--- src/design/ffs_pkg.sv ---
package ffs_pkg;
    // Timebase: one tick every 10 us at 100 MHz.
    localparam int CLK_HZ = 100000000;
    localparam int TICK_NS = 10000;
    localparam int TICK_CYCLES = TICK_NS / (1000000000 / CLK_HZ);
    // Fault timer durations in their own units and in ticks; blanking in cycles.
    localparam int RECOVERY_MS_X10 = 12000;
    localparam int RECOVERY_TICKS = (RECOVERY_MS_X10 * 100) / (TICK_NS / 1000);
    localparam int BROWNOUT_MS = 54;
    localparam int BROWNOUT_TICKS = (BROWNOUT_MS * 1000) / (TICK_NS / 1000);
    localparam int LINE_REMOVAL_MS = 100;
    localparam int LINE_REMOVAL_TICKS = (LINE_REMOVAL_MS * 1000) / (TICK_NS / 1000);
    localparam int RISE_RESET_MS = 14;
    localparam int RISE_RESET_TICKS = (RISE_RESET_MS * 1000) / (TICK_NS / 1000);
    localparam int FALL_RESET_MS = 1;
    localparam int FALL_RESET_TICKS = (FALL_RESET_MS * 1000) / (TICK_NS / 1000);
    localparam int BLANK_US = 30;
    localparam int BLANK_CYCLES = (BLANK_US * 1000 + (1000000000 / CLK_HZ) - 1)
        / (1000000000 / CLK_HZ);
    // Register map.
    localparam logic [3:0] ADDR_STATUS = 4'h0;
    localparam logic [3:0] ADDR_MASK = 4'h1;
    localparam logic [3:0] ADDR_STATE = 4'h2;
    localparam logic [3:0] ADDR_CTRL = 4'h3;
    localparam int EV_W = 6;
    localparam int EV_LATCH = 0;
    localparam int EV_NONLATCH = 1;
    localparam int EV_AUTOREC = 2;
    localparam int EV_BROWNOUT = 3;
    localparam int EV_LINEREM = 4;
    localparam int EV_RESTART = 5;
    localparam logic [EV_W-1:0] MASK_RST = 6'h00;
    localparam int CTRL_OTP_LATCH = 0;
    localparam logic [1:0] CTRL_RST = 2'h0;
    typedef enum {
        ST_STARTUP, ST_RUN, ST_NONLATCH, ST_LATCHED, ST_AUTOREC, ST_DISCHARGE
    } ffs_state_t;
endpackage : ffs_pkg

--- src/design/flyback_fault_sequencer.sv ---
// The strobed register port and the address map were decided locally.
`timescale 1ns/1ns
// Functional notes
// - Faults handled as latch, nonlatch or autorecovery.
// - Latch faults kill drive, enter latched.
// - Latched never restarts at supply turn-on.
// - Latch cleared by supply reset or removal.
// - Nonlatch fault: drive off, cycle startup source.
// - After clearing, restart at turn-on if line ok.
// - Supply already high: restart at once.
// - Autorecovery fault: drive off, 1.2 s timer.
// - Startup source holds supply during recovery.
// - After recovery, restart at turn-on if line ok.
// - Line below stop for 54 ms declares brownout.
// - Brownout is nonlatch until line above start.
// - Line removal detection always runs.
// - Low slope runs 100 ms removal timer.
// - Slope reset timers 14/1 ms restart removal timer.
// - Removal expiry disables and starts discharge.
// - Discharge ends at completion level, restarts.
// - Fault pin needs 30 us persistence.
module ffs_flyback_fault_sequencer
    import ffs_pkg::*;
#(
    parameter int RECOVERY_TICKS_P = RECOVERY_TICKS,
    parameter int BROWNOUT_TICKS_P = BROWNOUT_TICKS,
    parameter int LINE_REMOVAL_TICKS_P = LINE_REMOVAL_TICKS,
    parameter int RISE_RESET_TICKS_P = RISE_RESET_TICKS,
    parameter int FALL_RESET_TICKS_P = FALL_RESET_TICKS,
    parameter int TICK_CYCLES_P = TICK_CYCLES
) (
    // Clock and reset.
    input wire logic core_clk,
    input wire logic rst,
    // Comparator flags.
    input wire logic vccOn,
    input wire logic vccOff,
    input wire logic vccReset,
    input wire logic vccOvp,
    input wire logic abnormalOvercurrentFault,
    input wire logic thermalShutdown,
    input wire logic autoRecFault,
    input wire logic lineAboveBrownoutStart,
    input wire logic lineAboveBrownoutStop,
    input wire logic lineSlopeRise,
    input wire logic lineSlopeFall,
    input wire logic lineDischargeDone,
    input wire logic faultPinHigh,
    input wire logic faultPinLow,
    input wire logic softStart,
    // Power stage controls.
    output logic gateEnable,
    output logic startupSourceOn,
    output logic dischargeOn,
    // Register port.
    input wire logic [3:0] regAddr,
    input wire logic [7:0] regWdata,
    input wire logic regWr,
    input wire logic regRd,
    output logic [7:0] regRdata,
    output logic irq
);
    localparam int NIN = 15;
    logic [NIN-1:0] rawIn;
    logic [NIN-1:0] sync1_r;
    logic [NIN-1:0] sync2_r;
    assign rawIn = {softStart, faultPinLow, faultPinHigh, lineDischargeDone, lineSlopeFall,
        lineSlopeRise, lineAboveBrownoutStop, lineAboveBrownoutStart, autoRecFault,
        thermalShutdown, abnormalOvercurrentFault, vccOvp, vccReset, vccOff, vccOn};

    // Two-stage synchronisers; only the second stage is used downstream.
    always_ff @(posedge core_clk) begin
        if (rst) begin
            sync1_r <= '0;
            sync2_r <= '0;
        end else begin
            sync1_r <= rawIn;
            sync2_r <= sync1_r;
        end
    end

    // Synchronised copies of the comparator flags.
    logic sVccOn;
    logic sVccOff;
    logic sVccReset;
    logic sOvp;
    logic sAocp;
    logic sTsd;
    logic sAuto;
    logic sBoStart;
    logic sBoStop;
    logic sRise;
    logic sFall;
    logic sDischDone;
    logic sFHigh;
    logic sFLow;
    logic sSoft;
    assign {sSoft, sFLow, sFHigh, sDischDone, sFall, sRise, sBoStop, sBoStart, sAuto,
        sTsd, sAocp, sOvp, sVccReset, sVccOff, sVccOn} = sync2_r;

    // Common timebase.
    logic [15:0] tbCnt_r;
    logic tick;
    assign tick = (tbCnt_r == 16'(TICK_CYCLES_P - 1));
    always_ff @(posedge core_clk) begin
        if (rst) begin
            tbCnt_r <= '0;
        end else if (tick) begin
            tbCnt_r <= '0;
        end else begin
            tbCnt_r <= tbCnt_r + 16'h0001;
        end
    end

    // Fault pin blanking filters.
    // The filters saturate, so a fault held for a long time cannot wrap and release.
    logic [11:0] blankHi_r;
    logic [11:0] blankLo_r;
    logic fOvp;
    logic fOtp;
    assign fOvp = (blankHi_r == 12'(BLANK_CYCLES));
    assign fOtp = (blankLo_r == 12'(BLANK_CYCLES));
    always_ff @(posedge core_clk) begin
        if (rst || !sFHigh) begin
            blankHi_r <= '0;
        end else if (!fOvp) begin
            blankHi_r <= blankHi_r + 12'h001;
        end
    end
    always_ff @(posedge core_clk) begin
        if (rst || !sFLow || sSoft) begin
            blankLo_r <= '0;
        end else if (!fOtp) begin
            blankLo_r <= blankLo_r + 12'h001;
        end
    end

    // Control register.
    logic [1:0] ctrl_r;
    logic otpLatches;
    assign otpLatches = ctrl_r[CTRL_OTP_LATCH];

    // Brownout timer.
    // Brownout holds until the line climbs over the start level, giving hysteresis.
    logic [15:0] boCnt_r;
    logic brownout_r;
    always_ff @(posedge core_clk) begin
        if (rst || sBoStop) begin
            boCnt_r <= '0;
        end else if (tick && boCnt_r != 16'(BROWNOUT_TICKS_P)) begin
            boCnt_r <= boCnt_r + 16'h0001;
        end
    end
    always_ff @(posedge core_clk) begin
        if (rst) begin
            brownout_r <= 1'b0;
        end else if (boCnt_r == 16'(BROWNOUT_TICKS_P)) begin
            brownout_r <= 1'b1;
        end else if (sBoStart) begin
            brownout_r <= 1'b0;
        end
    end

    // Line removal detection, never gated by state.
    // The removal counter only runs while neither slope detector is active.
    logic [15:0] riseCnt_r;
    logic [15:0] fallCnt_r;
    logic [15:0] remCnt_r;
    logic riseFire;
    logic fallFire;
    logic lineRemoved;
    assign riseFire = tick && riseCnt_r == 16'(RISE_RESET_TICKS_P - 1);
    assign fallFire = tick && fallCnt_r == 16'(FALL_RESET_TICKS_P - 1);
    assign lineRemoved = tick && remCnt_r == 16'(LINE_REMOVAL_TICKS_P - 1);
    always_ff @(posedge core_clk) begin
        if (rst || !sRise || riseFire) begin
            riseCnt_r <= '0;
        end else if (tick) begin
            riseCnt_r <= riseCnt_r + 16'h0001;
        end
    end
    always_ff @(posedge core_clk) begin
        if (rst || !sFall || fallFire) begin
            fallCnt_r <= '0;
        end else if (tick) begin
            fallCnt_r <= fallCnt_r + 16'h0001;
        end
    end
    always_ff @(posedge core_clk) begin
        if (rst || riseFire || fallFire || lineRemoved) begin
            remCnt_r <= '0;
        end else if (tick && !sRise && !sFall) begin
            remCnt_r <= remCnt_r + 16'h0001;
        end
    end

    // Fault classification.
    logic latchFault;
    logic nonLatchFault;
    assign latchFault = sAocp || sOvp || fOvp || (fOtp && otpLatches);
    assign nonLatchFault = brownout_r || sTsd || (fOtp && !otpLatches);
    logic lineOk;
    assign lineOk = sBoStart;

    // Sequencer.
    ffs_state_t state_r;
    logic [23:0] arCnt_r;
    logic arDone;
    assign arDone = (arCnt_r == 24'(RECOVERY_TICKS_P));
    logic supplyCharge_r;

    // Line removal overrides every state, which is also what clears a latch.
    always_ff @(posedge core_clk) begin
        if (rst) begin
            state_r <= ST_STARTUP;
        end else if (lineRemoved) begin
            state_r <= ST_DISCHARGE;
        end else begin
            case (state_r)
                ST_STARTUP: begin
                    if (latchFault) begin
                        state_r <= ST_LATCHED;
                    end else if (nonLatchFault) begin
                        state_r <= ST_NONLATCH;
                    end else if (sVccOn && lineOk) begin
                        state_r <= ST_RUN;
                    end
                end
                ST_RUN: begin
                    if (latchFault) begin
                        state_r <= ST_LATCHED;
                    end else if (nonLatchFault) begin
                        state_r <= ST_NONLATCH;
                    end else if (sAuto) begin
                        state_r <= ST_AUTOREC;
                    end
                end
                ST_NONLATCH: begin
                    if (latchFault) begin
                        state_r <= ST_LATCHED;
                    end else if (!nonLatchFault && sVccOn && lineOk) begin
                        state_r <= ST_RUN;
                    end
                end
                ST_LATCHED: begin
                    if (sVccReset) begin
                        state_r <= ST_STARTUP;
                    end
                end
                ST_AUTOREC: begin
                    if (latchFault) begin
                        state_r <= ST_LATCHED;
                    end else if (arDone && sVccOn && lineOk && !supplyCharge_r) begin
                        state_r <= ST_RUN;
                    end
                end
                ST_DISCHARGE: begin
                    if (sDischDone) begin
                        state_r <= ST_STARTUP;
                    end
                end
                default: state_r <= ST_STARTUP;
            endcase
        end
    end

    // Recovery timer, cleared whenever the sequencer is outside recovery.
    always_ff @(posedge core_clk) begin
        if (rst || state_r != ST_AUTOREC) begin
            arCnt_r <= '0;
        end else if (tick && !arDone) begin
            arCnt_r <= arCnt_r + 24'h000001;
        end
    end

    // Startup source hysteresis: on at turn-off level, off at turn-on level.
    // Charging from reset lets the supply climb without first sagging to turn-off.
    always_ff @(posedge core_clk) begin
        if (rst) begin
            supplyCharge_r <= 1'b1;
        end else if (state_r == ST_RUN || state_r == ST_DISCHARGE) begin
            supplyCharge_r <= 1'b0;
        end else if (sVccOn) begin
            supplyCharge_r <= 1'b0;
        end else if (sVccOff || state_r == ST_STARTUP) begin
            supplyCharge_r <= 1'b1;
        end
    end

    // Outputs; the gate is dropped combinationally on a latch fault.
    // This saves a clock of exposure at the cost of a combinational path to the pin.
    always_ff @(posedge core_clk) begin
        if (rst) begin
            startupSourceOn <= 1'b0;
            dischargeOn <= 1'b0;
        end else begin
            startupSourceOn <= supplyCharge_r;
            dischargeOn <= (state_r == ST_DISCHARGE);
        end
    end
    assign gateEnable = (state_r == ST_RUN) && !latchFault && !lineRemoved;

    // Event flags, set wins over clear.
    logic [EV_W-1:0] status_r;
    logic [EV_W-1:0] mask_r;
    logic [EV_W-1:0] events;
    ffs_state_t statePrev_r;
    always_ff @(posedge core_clk) begin
        if (rst) begin
            statePrev_r <= ST_STARTUP;
        end else begin
            statePrev_r <= state_r;
        end
    end
    // Each state event is a one-cycle pulse on entry to its state.
    assign events[EV_LATCH] = state_r == ST_LATCHED && statePrev_r != ST_LATCHED;
    assign events[EV_NONLATCH] = state_r == ST_NONLATCH && statePrev_r != ST_NONLATCH;
    assign events[EV_AUTOREC] = state_r == ST_AUTOREC && statePrev_r != ST_AUTOREC;
    assign events[EV_BROWNOUT] = boCnt_r == 16'(BROWNOUT_TICKS_P) && !brownout_r;
    assign events[EV_LINEREM] = lineRemoved;
    assign events[EV_RESTART] = state_r == ST_RUN && statePrev_r != ST_RUN;

    // A written one clears a bit, but an event in the same cycle keeps it set.
    always_ff @(posedge core_clk) begin
        if (rst) begin
            status_r <= '0;
        end else begin
            status_r <= (status_r & ~((regWr && regAddr == ADDR_STATUS) ?
                regWdata[EV_W-1:0] : '0)) | events;
        end
    end
    // Writes to addresses without a writable register are dropped.
    always_ff @(posedge core_clk) begin
        if (rst) begin
            mask_r <= MASK_RST;
            ctrl_r <= CTRL_RST;
        end else if (regWr && regAddr == ADDR_MASK) begin
            mask_r <= regWdata[EV_W-1:0];
        end else if (regWr && regAddr == ADDR_CTRL) begin
            ctrl_r <= regWdata[1:0];
        end
    end
    assign irq = |(status_r & mask_r);

    always_ff @(posedge core_clk) begin
        if (rst) begin
            regRdata <= '0;
        end else if (regRd) begin
            case (regAddr)
                ADDR_STATUS: begin
                    regRdata <= {2'h0, status_r};
                end
                ADDR_MASK: begin
                    regRdata <= {2'h0, mask_r};
                end
                ADDR_STATE: begin
                    regRdata <= {brownout_r, 4'h0, 3'(state_r)};
                end
                ADDR_CTRL: begin
                    regRdata <= {6'h00, ctrl_r};
                end
                default: begin
                    regRdata <= '0;
                end
            endcase
        end else begin
            regRdata <= '0;
        end
    end
endmodule : ffs_flyback_fault_sequencer

--- config.mk ---
export PLATFORM = sky130hd
export DESIGN_NAME = ffs_flyback_fault_sequencer
export DESIGN_NICKNAME = d
export VERILOG_FILES = /design/src/design/ffs_pkg.sv /design/src/design/flyback_fault_sequencer.sv
export SDC_FILE = /design/constraint.sdc
export NUM_CORES = 1
export LEC_CHECK = 0
export BUFFER_PORTS_ARGS = -buffer_cell sky130_fd_sc_hd__clkbuf_2
export CAP_MARGIN = 20
export CORE_MARGIN = 3
export CORE_UTILIZATION = 60
export CTS_BUF_LIST = sky130_fd_sc_hd__clkbuf_16
export DETAILED_ROUTE_END_ITERATION = 16
export MAX_ROUTING_LAYER = met4
export PLACE_DENSITY = 0.78
export SYNTH_ARGS = -nofsm -noshare
export SYNTH_HDL_FRONTEND = slang
export SYNTH_SLANG_ARGS = --single-unit
export TNS_END_PERCENT = 1
--- constraint.sdc ---
create_clock -name core_clk -period 4.1 [get_ports core_clk]
set_input_delay 0.41 -clock core_clk [delete_from_list [all_inputs] [get_ports core_clk]]
set_output_delay 0.41 -clock core_clk [all_outputs]
set_load 0.1 [all_outputs]
# After elaboration in Yosys (flattened, before gate mapping)
# Index checks and enable logic that the tools add are counted.
# W data, S select, Z words.
[totals]
register_bits = 248
out_inout_bits = 12
[op_classes]
add_sub_neg = 8
eq_ne = 39
n_mux = 21
n_bitwise = 6
n_reduce_logical = 67
[ops]
columns = ["op", "count"]
rows = [
  ["$mux W32", 12],
  ["$pmux W32 S6", 1],
  ["$eq A32 B3 Y1 const B", 4],
  ["$eq A32 B2 Y1 const B", 3],
  ["$add A16 B1 Y16 const B", 5],
  ["$eq A32 B4 Y1 const B", 2],
  ["$logic_not A32 Y1", 2],
  ["$ne A32 B3 Y1 const B", 2],
  ["$ne A32 B4 Y1 const B", 2],
  ["$eq A32 B1 Y1 const B", 1],
  ["$ne A32 B2 Y1 const B", 1],
  ["$pmux W8 S4", 1],
  ["$logic_and A1 B1 Y1", 25],
  ["$add A12 B1 Y12 const B", 2],
  ["$add A24 B1 Y24 const B", 1],
  ["$eq A12 B12 Y1 const B", 2],
  ["$eq A24 B17 Y1 const B", 1],
  ["$logic_or A1 B1 Y1", 19],
  ["$eq A16 B10 Y1 const B", 1],
  ["$eq A16 B11 Y1 const B", 1],
  ["$eq A16 B13 Y1 const B", 1],
  ["$eq A16 B14 Y1 const B", 1],
  ["$eq A16 B7 Y1 const B", 1],
  ["$ne A16 B13 Y1 const B", 1],
  ["other kinds (21)", 49],
]

# Logic depth before layout (Yosys ltp)
[logic_depth]
ltp_word = 10
mapped_depth = 10
ltp_nobuf = 8

# Worst setup path before layout
# Ideal clock, no wire load.
[synth_path]
path_kind = "flip-flop to output port"
from = "reg tbCnt_r[0]"
to = "out gateEnable"
arrival_ps = 3677
path_slack_ps = 13
path_stages_with_launch = 10
n_path_buf = 3
cell_sequence = "dfxtp_1 -> ha_1 -> and4bb_2 -> and4b_1 -> buf_2 -> buf_4 -> buf_2 -> nand2_1 -> nand2_1 -> nor3_1"
[synth_between]
elab_chain_len = 4
[synth_rtl]
columns = ["element", "line_no", "source"]
rows = [
  ["start: declaration", "flyback_fault_sequencer.sv:102", "logic [15:0] tbCnt_r;"],
  ["start signal: assignment", "flyback_fault_sequencer.sv:111", "tbCnt_r <= tbCnt_r + 16'h0001;"],
  ["$eq A16 B10 Y1", "flyback_fault_sequencer.sv:104", "assign tick = (tbCnt_r == 16'(TICK_CYCLES_P - 1));"],
  ["$logic_and A1 B1 Y1", "flyback_fault_sequencer.sv:174", "assign lineRemoved = tick && remCnt_r == 16'(LINE_REMOVAL_TICKS_P - 1);"],
  ["$logic_not A1 Y1", "flyback_fault_sequencer.sv:301", "assign gateEnable = (state_r == ST_RUN) && !latchFault && !lineRemoved;"],
  ["$logic_and A1 B1 Y1", "flyback_fault_sequencer.sv:301", ""],
  ["end: declaration", "flyback_fault_sequencer.sv:52", "output logic gateEnable,"],
]
# Every way passes these cells.

# Worst setup path after layout
[layout_path]
from = "reg blankLo_r[0]"
to = "out gateEnable"
[layout_between]
elab_chain_len = 6
[layout_rtl]
columns = ["element", "line_no", "source"]
rows = [
  ["start: declaration", "flyback_fault_sequencer.sv:118", "logic [11:0] blankLo_r;"],
  ["start signal: assignment", "flyback_fault_sequencer.sv:134", "blankLo_r <= blankLo_r + 12'h001;"],
  ["$eq A12 B12 Y1", "flyback_fault_sequencer.sv:122", "assign fOtp = (blankLo_r == 12'(BLANK_CYCLES));"],
  ["$logic_and A1 B1 Y1", "flyback_fault_sequencer.sv:200", "assign latchFault = sAocp || sOvp || fOvp || (fOtp && otpLatches);"],
  ["$logic_or A1 B1 Y1", "flyback_fault_sequencer.sv:200", ""],
  ["$logic_not A1 Y1", "flyback_fault_sequencer.sv:301", ""],
  ["$logic_and A1 B1 Y1 (2 in series)", "flyback_fault_sequencer.sv:301", ""],
]
# Every way passes these cells.

==> out/results.ini <==
[global_route]
grt_max_degree = 51
track_usage = 0.2160
grt-ovfl-total = 0
grt_pass1_vias = 5552
grt_pass1_wl_um = 25410
antenna_found_initial = 0

[logic_synthesis]
synth_area_leaders = dfxtp_1 47%, nor2_1 6.6%, xor2_1 6.0%
synthFlopType = dfxtp_1
synth_area_mm2 = 0.008069
synth_cells = 908
syn_area_per_cell_um2 = 8.887
syn_nets = 951
async_reset_ff_frac = 0
synth-edff-count = 0
yosysTopAreaCell = dfxtp_1
ys_warn_count = 0
yosysSeqAreaShare = 0.4689
yosysTopAreaCellShare = 0.4689
ys_ff_latch = 189
ys_types = 61

[die]
die_w_um = 122.0
initial_utilization = 0.6267
coreArea_mm2 = 0.01288
die_area_mm2 = 0.01488
io-pin-count = 43
row_count = 41
die_height_um = 122.0

[worst_hold_path]
worstHoldStart = abnormalOvercurrentFault
worstHoldPathType = primary input to register

[clock_network]
cts_buffers = 17
ctsResizeCount = 0
cts.hold.buffers_added = 0
post_cts_buffers = 0
clk_pin_slew_ns = 0.06
tritoncts = done
clockBufferDepth = 2
cts_root_buf = clkbuf_16
clkSinkCount = 189
htree_levels = 4
insertion_delay_ns = 0.42

[placed_design]
dp_hpwl_um = 10150
place_congestion = 0.8475
port_buffers = 39

[worst_setup_path]
critPathSlowestCell = clkbuf_2
critPathMaxStageDelay_ns = 0.51
crit_arrival_ns = 2.80
required_ns = 3.69
cp-end-kind = output pin
worst-path-max-fanout = 5
regToRegStartpoint = tbCnt_r[0]
setup.worst_path.class = register to output pin
crit_path_start_kind = register
path_cells = inv_1 > ha_1 > nor2b_1 > and4_1 > a211oi_1 > nand2_1 > nor3_1 > clkbuf_2
critPathLaunch = blankLo_r[0]

[drt]
drc = 0
detailroute.via_count = 6105
ant_nets = 0
routed_wl_um = 14910
wl_per_cell_um = 13.31
drt_iter0_markers = 431
vias_per_cell = 5.451
dr.pass1.iters = 5

[pwr]
power.density_mw_per_mm2 = 396.1
p_leak_nw = 3.114
vdd_ir_drop_max_v = 0.0003946

[outcome]
status = finished clean

[cells_and_area]
layout.nets = 978
drive_above_1_share = 0.09177
syn2layout_area_growth_pct = 10.22
n_fill_cell = 1051
antenna_cells = 0

[sta]
grt_setup_unrepaired = no
finalHoldViolCount = 0
finClkSkew_ns = 0.006387
setup-violations-final = 0
hold_ws_ns = 0.1836
slew-limit-headroom = 0.4180
layout_min_cycle_time_ns = 3.214
fmax_mhz = 311.1
fin_crit_sh = 0.7839
tightest_slew_ns = 0.8709
final-max-slew-violation-count = 0
tns_ns = 0

[job]
cap_violations = 0

layout make-up:
cell class	count	area [um^2]	area share
flip-flops and latches	189	3784	0.4254
inverters	29	108.9	0.01224
repair buffers	42	217.7	0.02448
well taps	172	215.2	0.02420
clock buffers	17	425.4	0.04783
multi-input cells	656	4033	0.4534
clock inverters	15	110.1	0.01238
cell usage in the layout, fill, tap and decap left out, types with 6 or more instances in the layout:
cell         n
a21oi_1     35
and3_1      23
and4_1      10
clkbuf_16   17
clkbuf_2    39
dfxtp_1    189
ha_1        12
inv_1       32
mux2i_1     16
nand2_1     65
nand3_1     43
nand4_1     32
nor2_1     141
nor2b_1     38
nor3_1      16
nor3b_1      7
nor4_1       7
nor4b_1      8
o21ai_0     27
or2_2        6
or3_1       22
xnor2_1     40
xor2_1      55
cells in the mapped netlist, types with 7 or more instances:
cell	instances
dfxtp_1	189
nor2_1	141
nand2_1	65
xor2_1	55
nand3_1	43
xnor2_1	40
nor2b_1	38
a21oi_1	35
nand4_1	32
inv_1	28
o21ai_0	27
and3_1	23
clkbuf_1	22
or3_1	22
mux2i_1	16
nor3_1	16
ha_1	12
and4_1	10
nor4b_1	8
buf_2	7
nor3b_1	7
nor4_1	7
cell families after synthesis:
family	after synthesis	synth area share
AND/OR/NAND/NOR	443	0.2855
XOR/XNOR	95	0.1031
adder cells (fa/ha/maj)	12	0.01861
multiplexers	18	0.02543
other	1	0.0004647
flip-flops	189	0.4689
buffers and inverters	63	0.03132
AO/OA/AOI/OAI	87	0.06668
report_power, final:
part	switching, W	total, W	internal (W)
sequential	0.0000253	0.00189	0.00186
clock	0.000670	0.00149	0.000822
combinational	0.0000893	0.000141	0.0000517
total	0.000785	0.00352	0.00274
registers in the layout, summed over array words and instances, names as in the netlist:
signal,cells
arCnt_r,24
boCnt_r,16
fallCnt_r,16
remCnt_r,16
riseCnt_r,16
tbCnt_r,16
sync1_r,15
sync2_r,15
blankHi_r,12
blankLo_r,12
regRdata,7
mask_r,6
status_r,6
statePrev_r,3
state_r,3
ctrl_r,2
brownout_r,1
dischargeOn,1
startupSourceOn,1
supplyCharge_r,1
per-stage QoR:
step           total power [W]  cell area (um^2)  worst slack, ns  std cells    util
2_1_floorplan         0.002031              8069          0.01292        908       -
4_1_cts               0.003556              8894           0.8463       1120  0.6907
6_report              0.003523              8894           0.8858       1120  0.6907
5_1_grt               0.003642              8894           0.6665       1120  0.6907
3_3_place_gp          0.002070              8358            1.364       1088  0.6491
3_5_place_dp          0.002071              8358            1.331       1088  0.6491
final timing paths:
check                       to  slack, ns  cells after the start
setup / recovery    gateEnable       0.89                      8
hold / removal      sync1_r[4]       0.18                      2
setup reg to reg  riseCnt_r[3]       1.53                      8
hold reg to reg     sync2_r[7]       0.44                      1
critical path, delay by kind of cell, from the launching register on:
family	cells	cell delay, ns
AOI/OAI and AO/OA	1	0.50
adders and majority gates	1	0.20
buffers and inverters	2	0.59
DFF	1	0.36
and+or+nand+nor	4	0.73
per-layer routing:
| layer | wire (um) | part of all wire | global-route usage |
|---|---|---|---|
| met4 | 150 | 0.010 | 0.08824 |
| met3 | 508 | 0.034 | 0.04457 |
| met5 | 0 | 0 | - |
| met1 | 7201 | 0.48 | 0.2814 |
| met2 | 7051 | 0.47 | 0.3298 |
No activity file was read; power rests on OpenSTA's default activity.
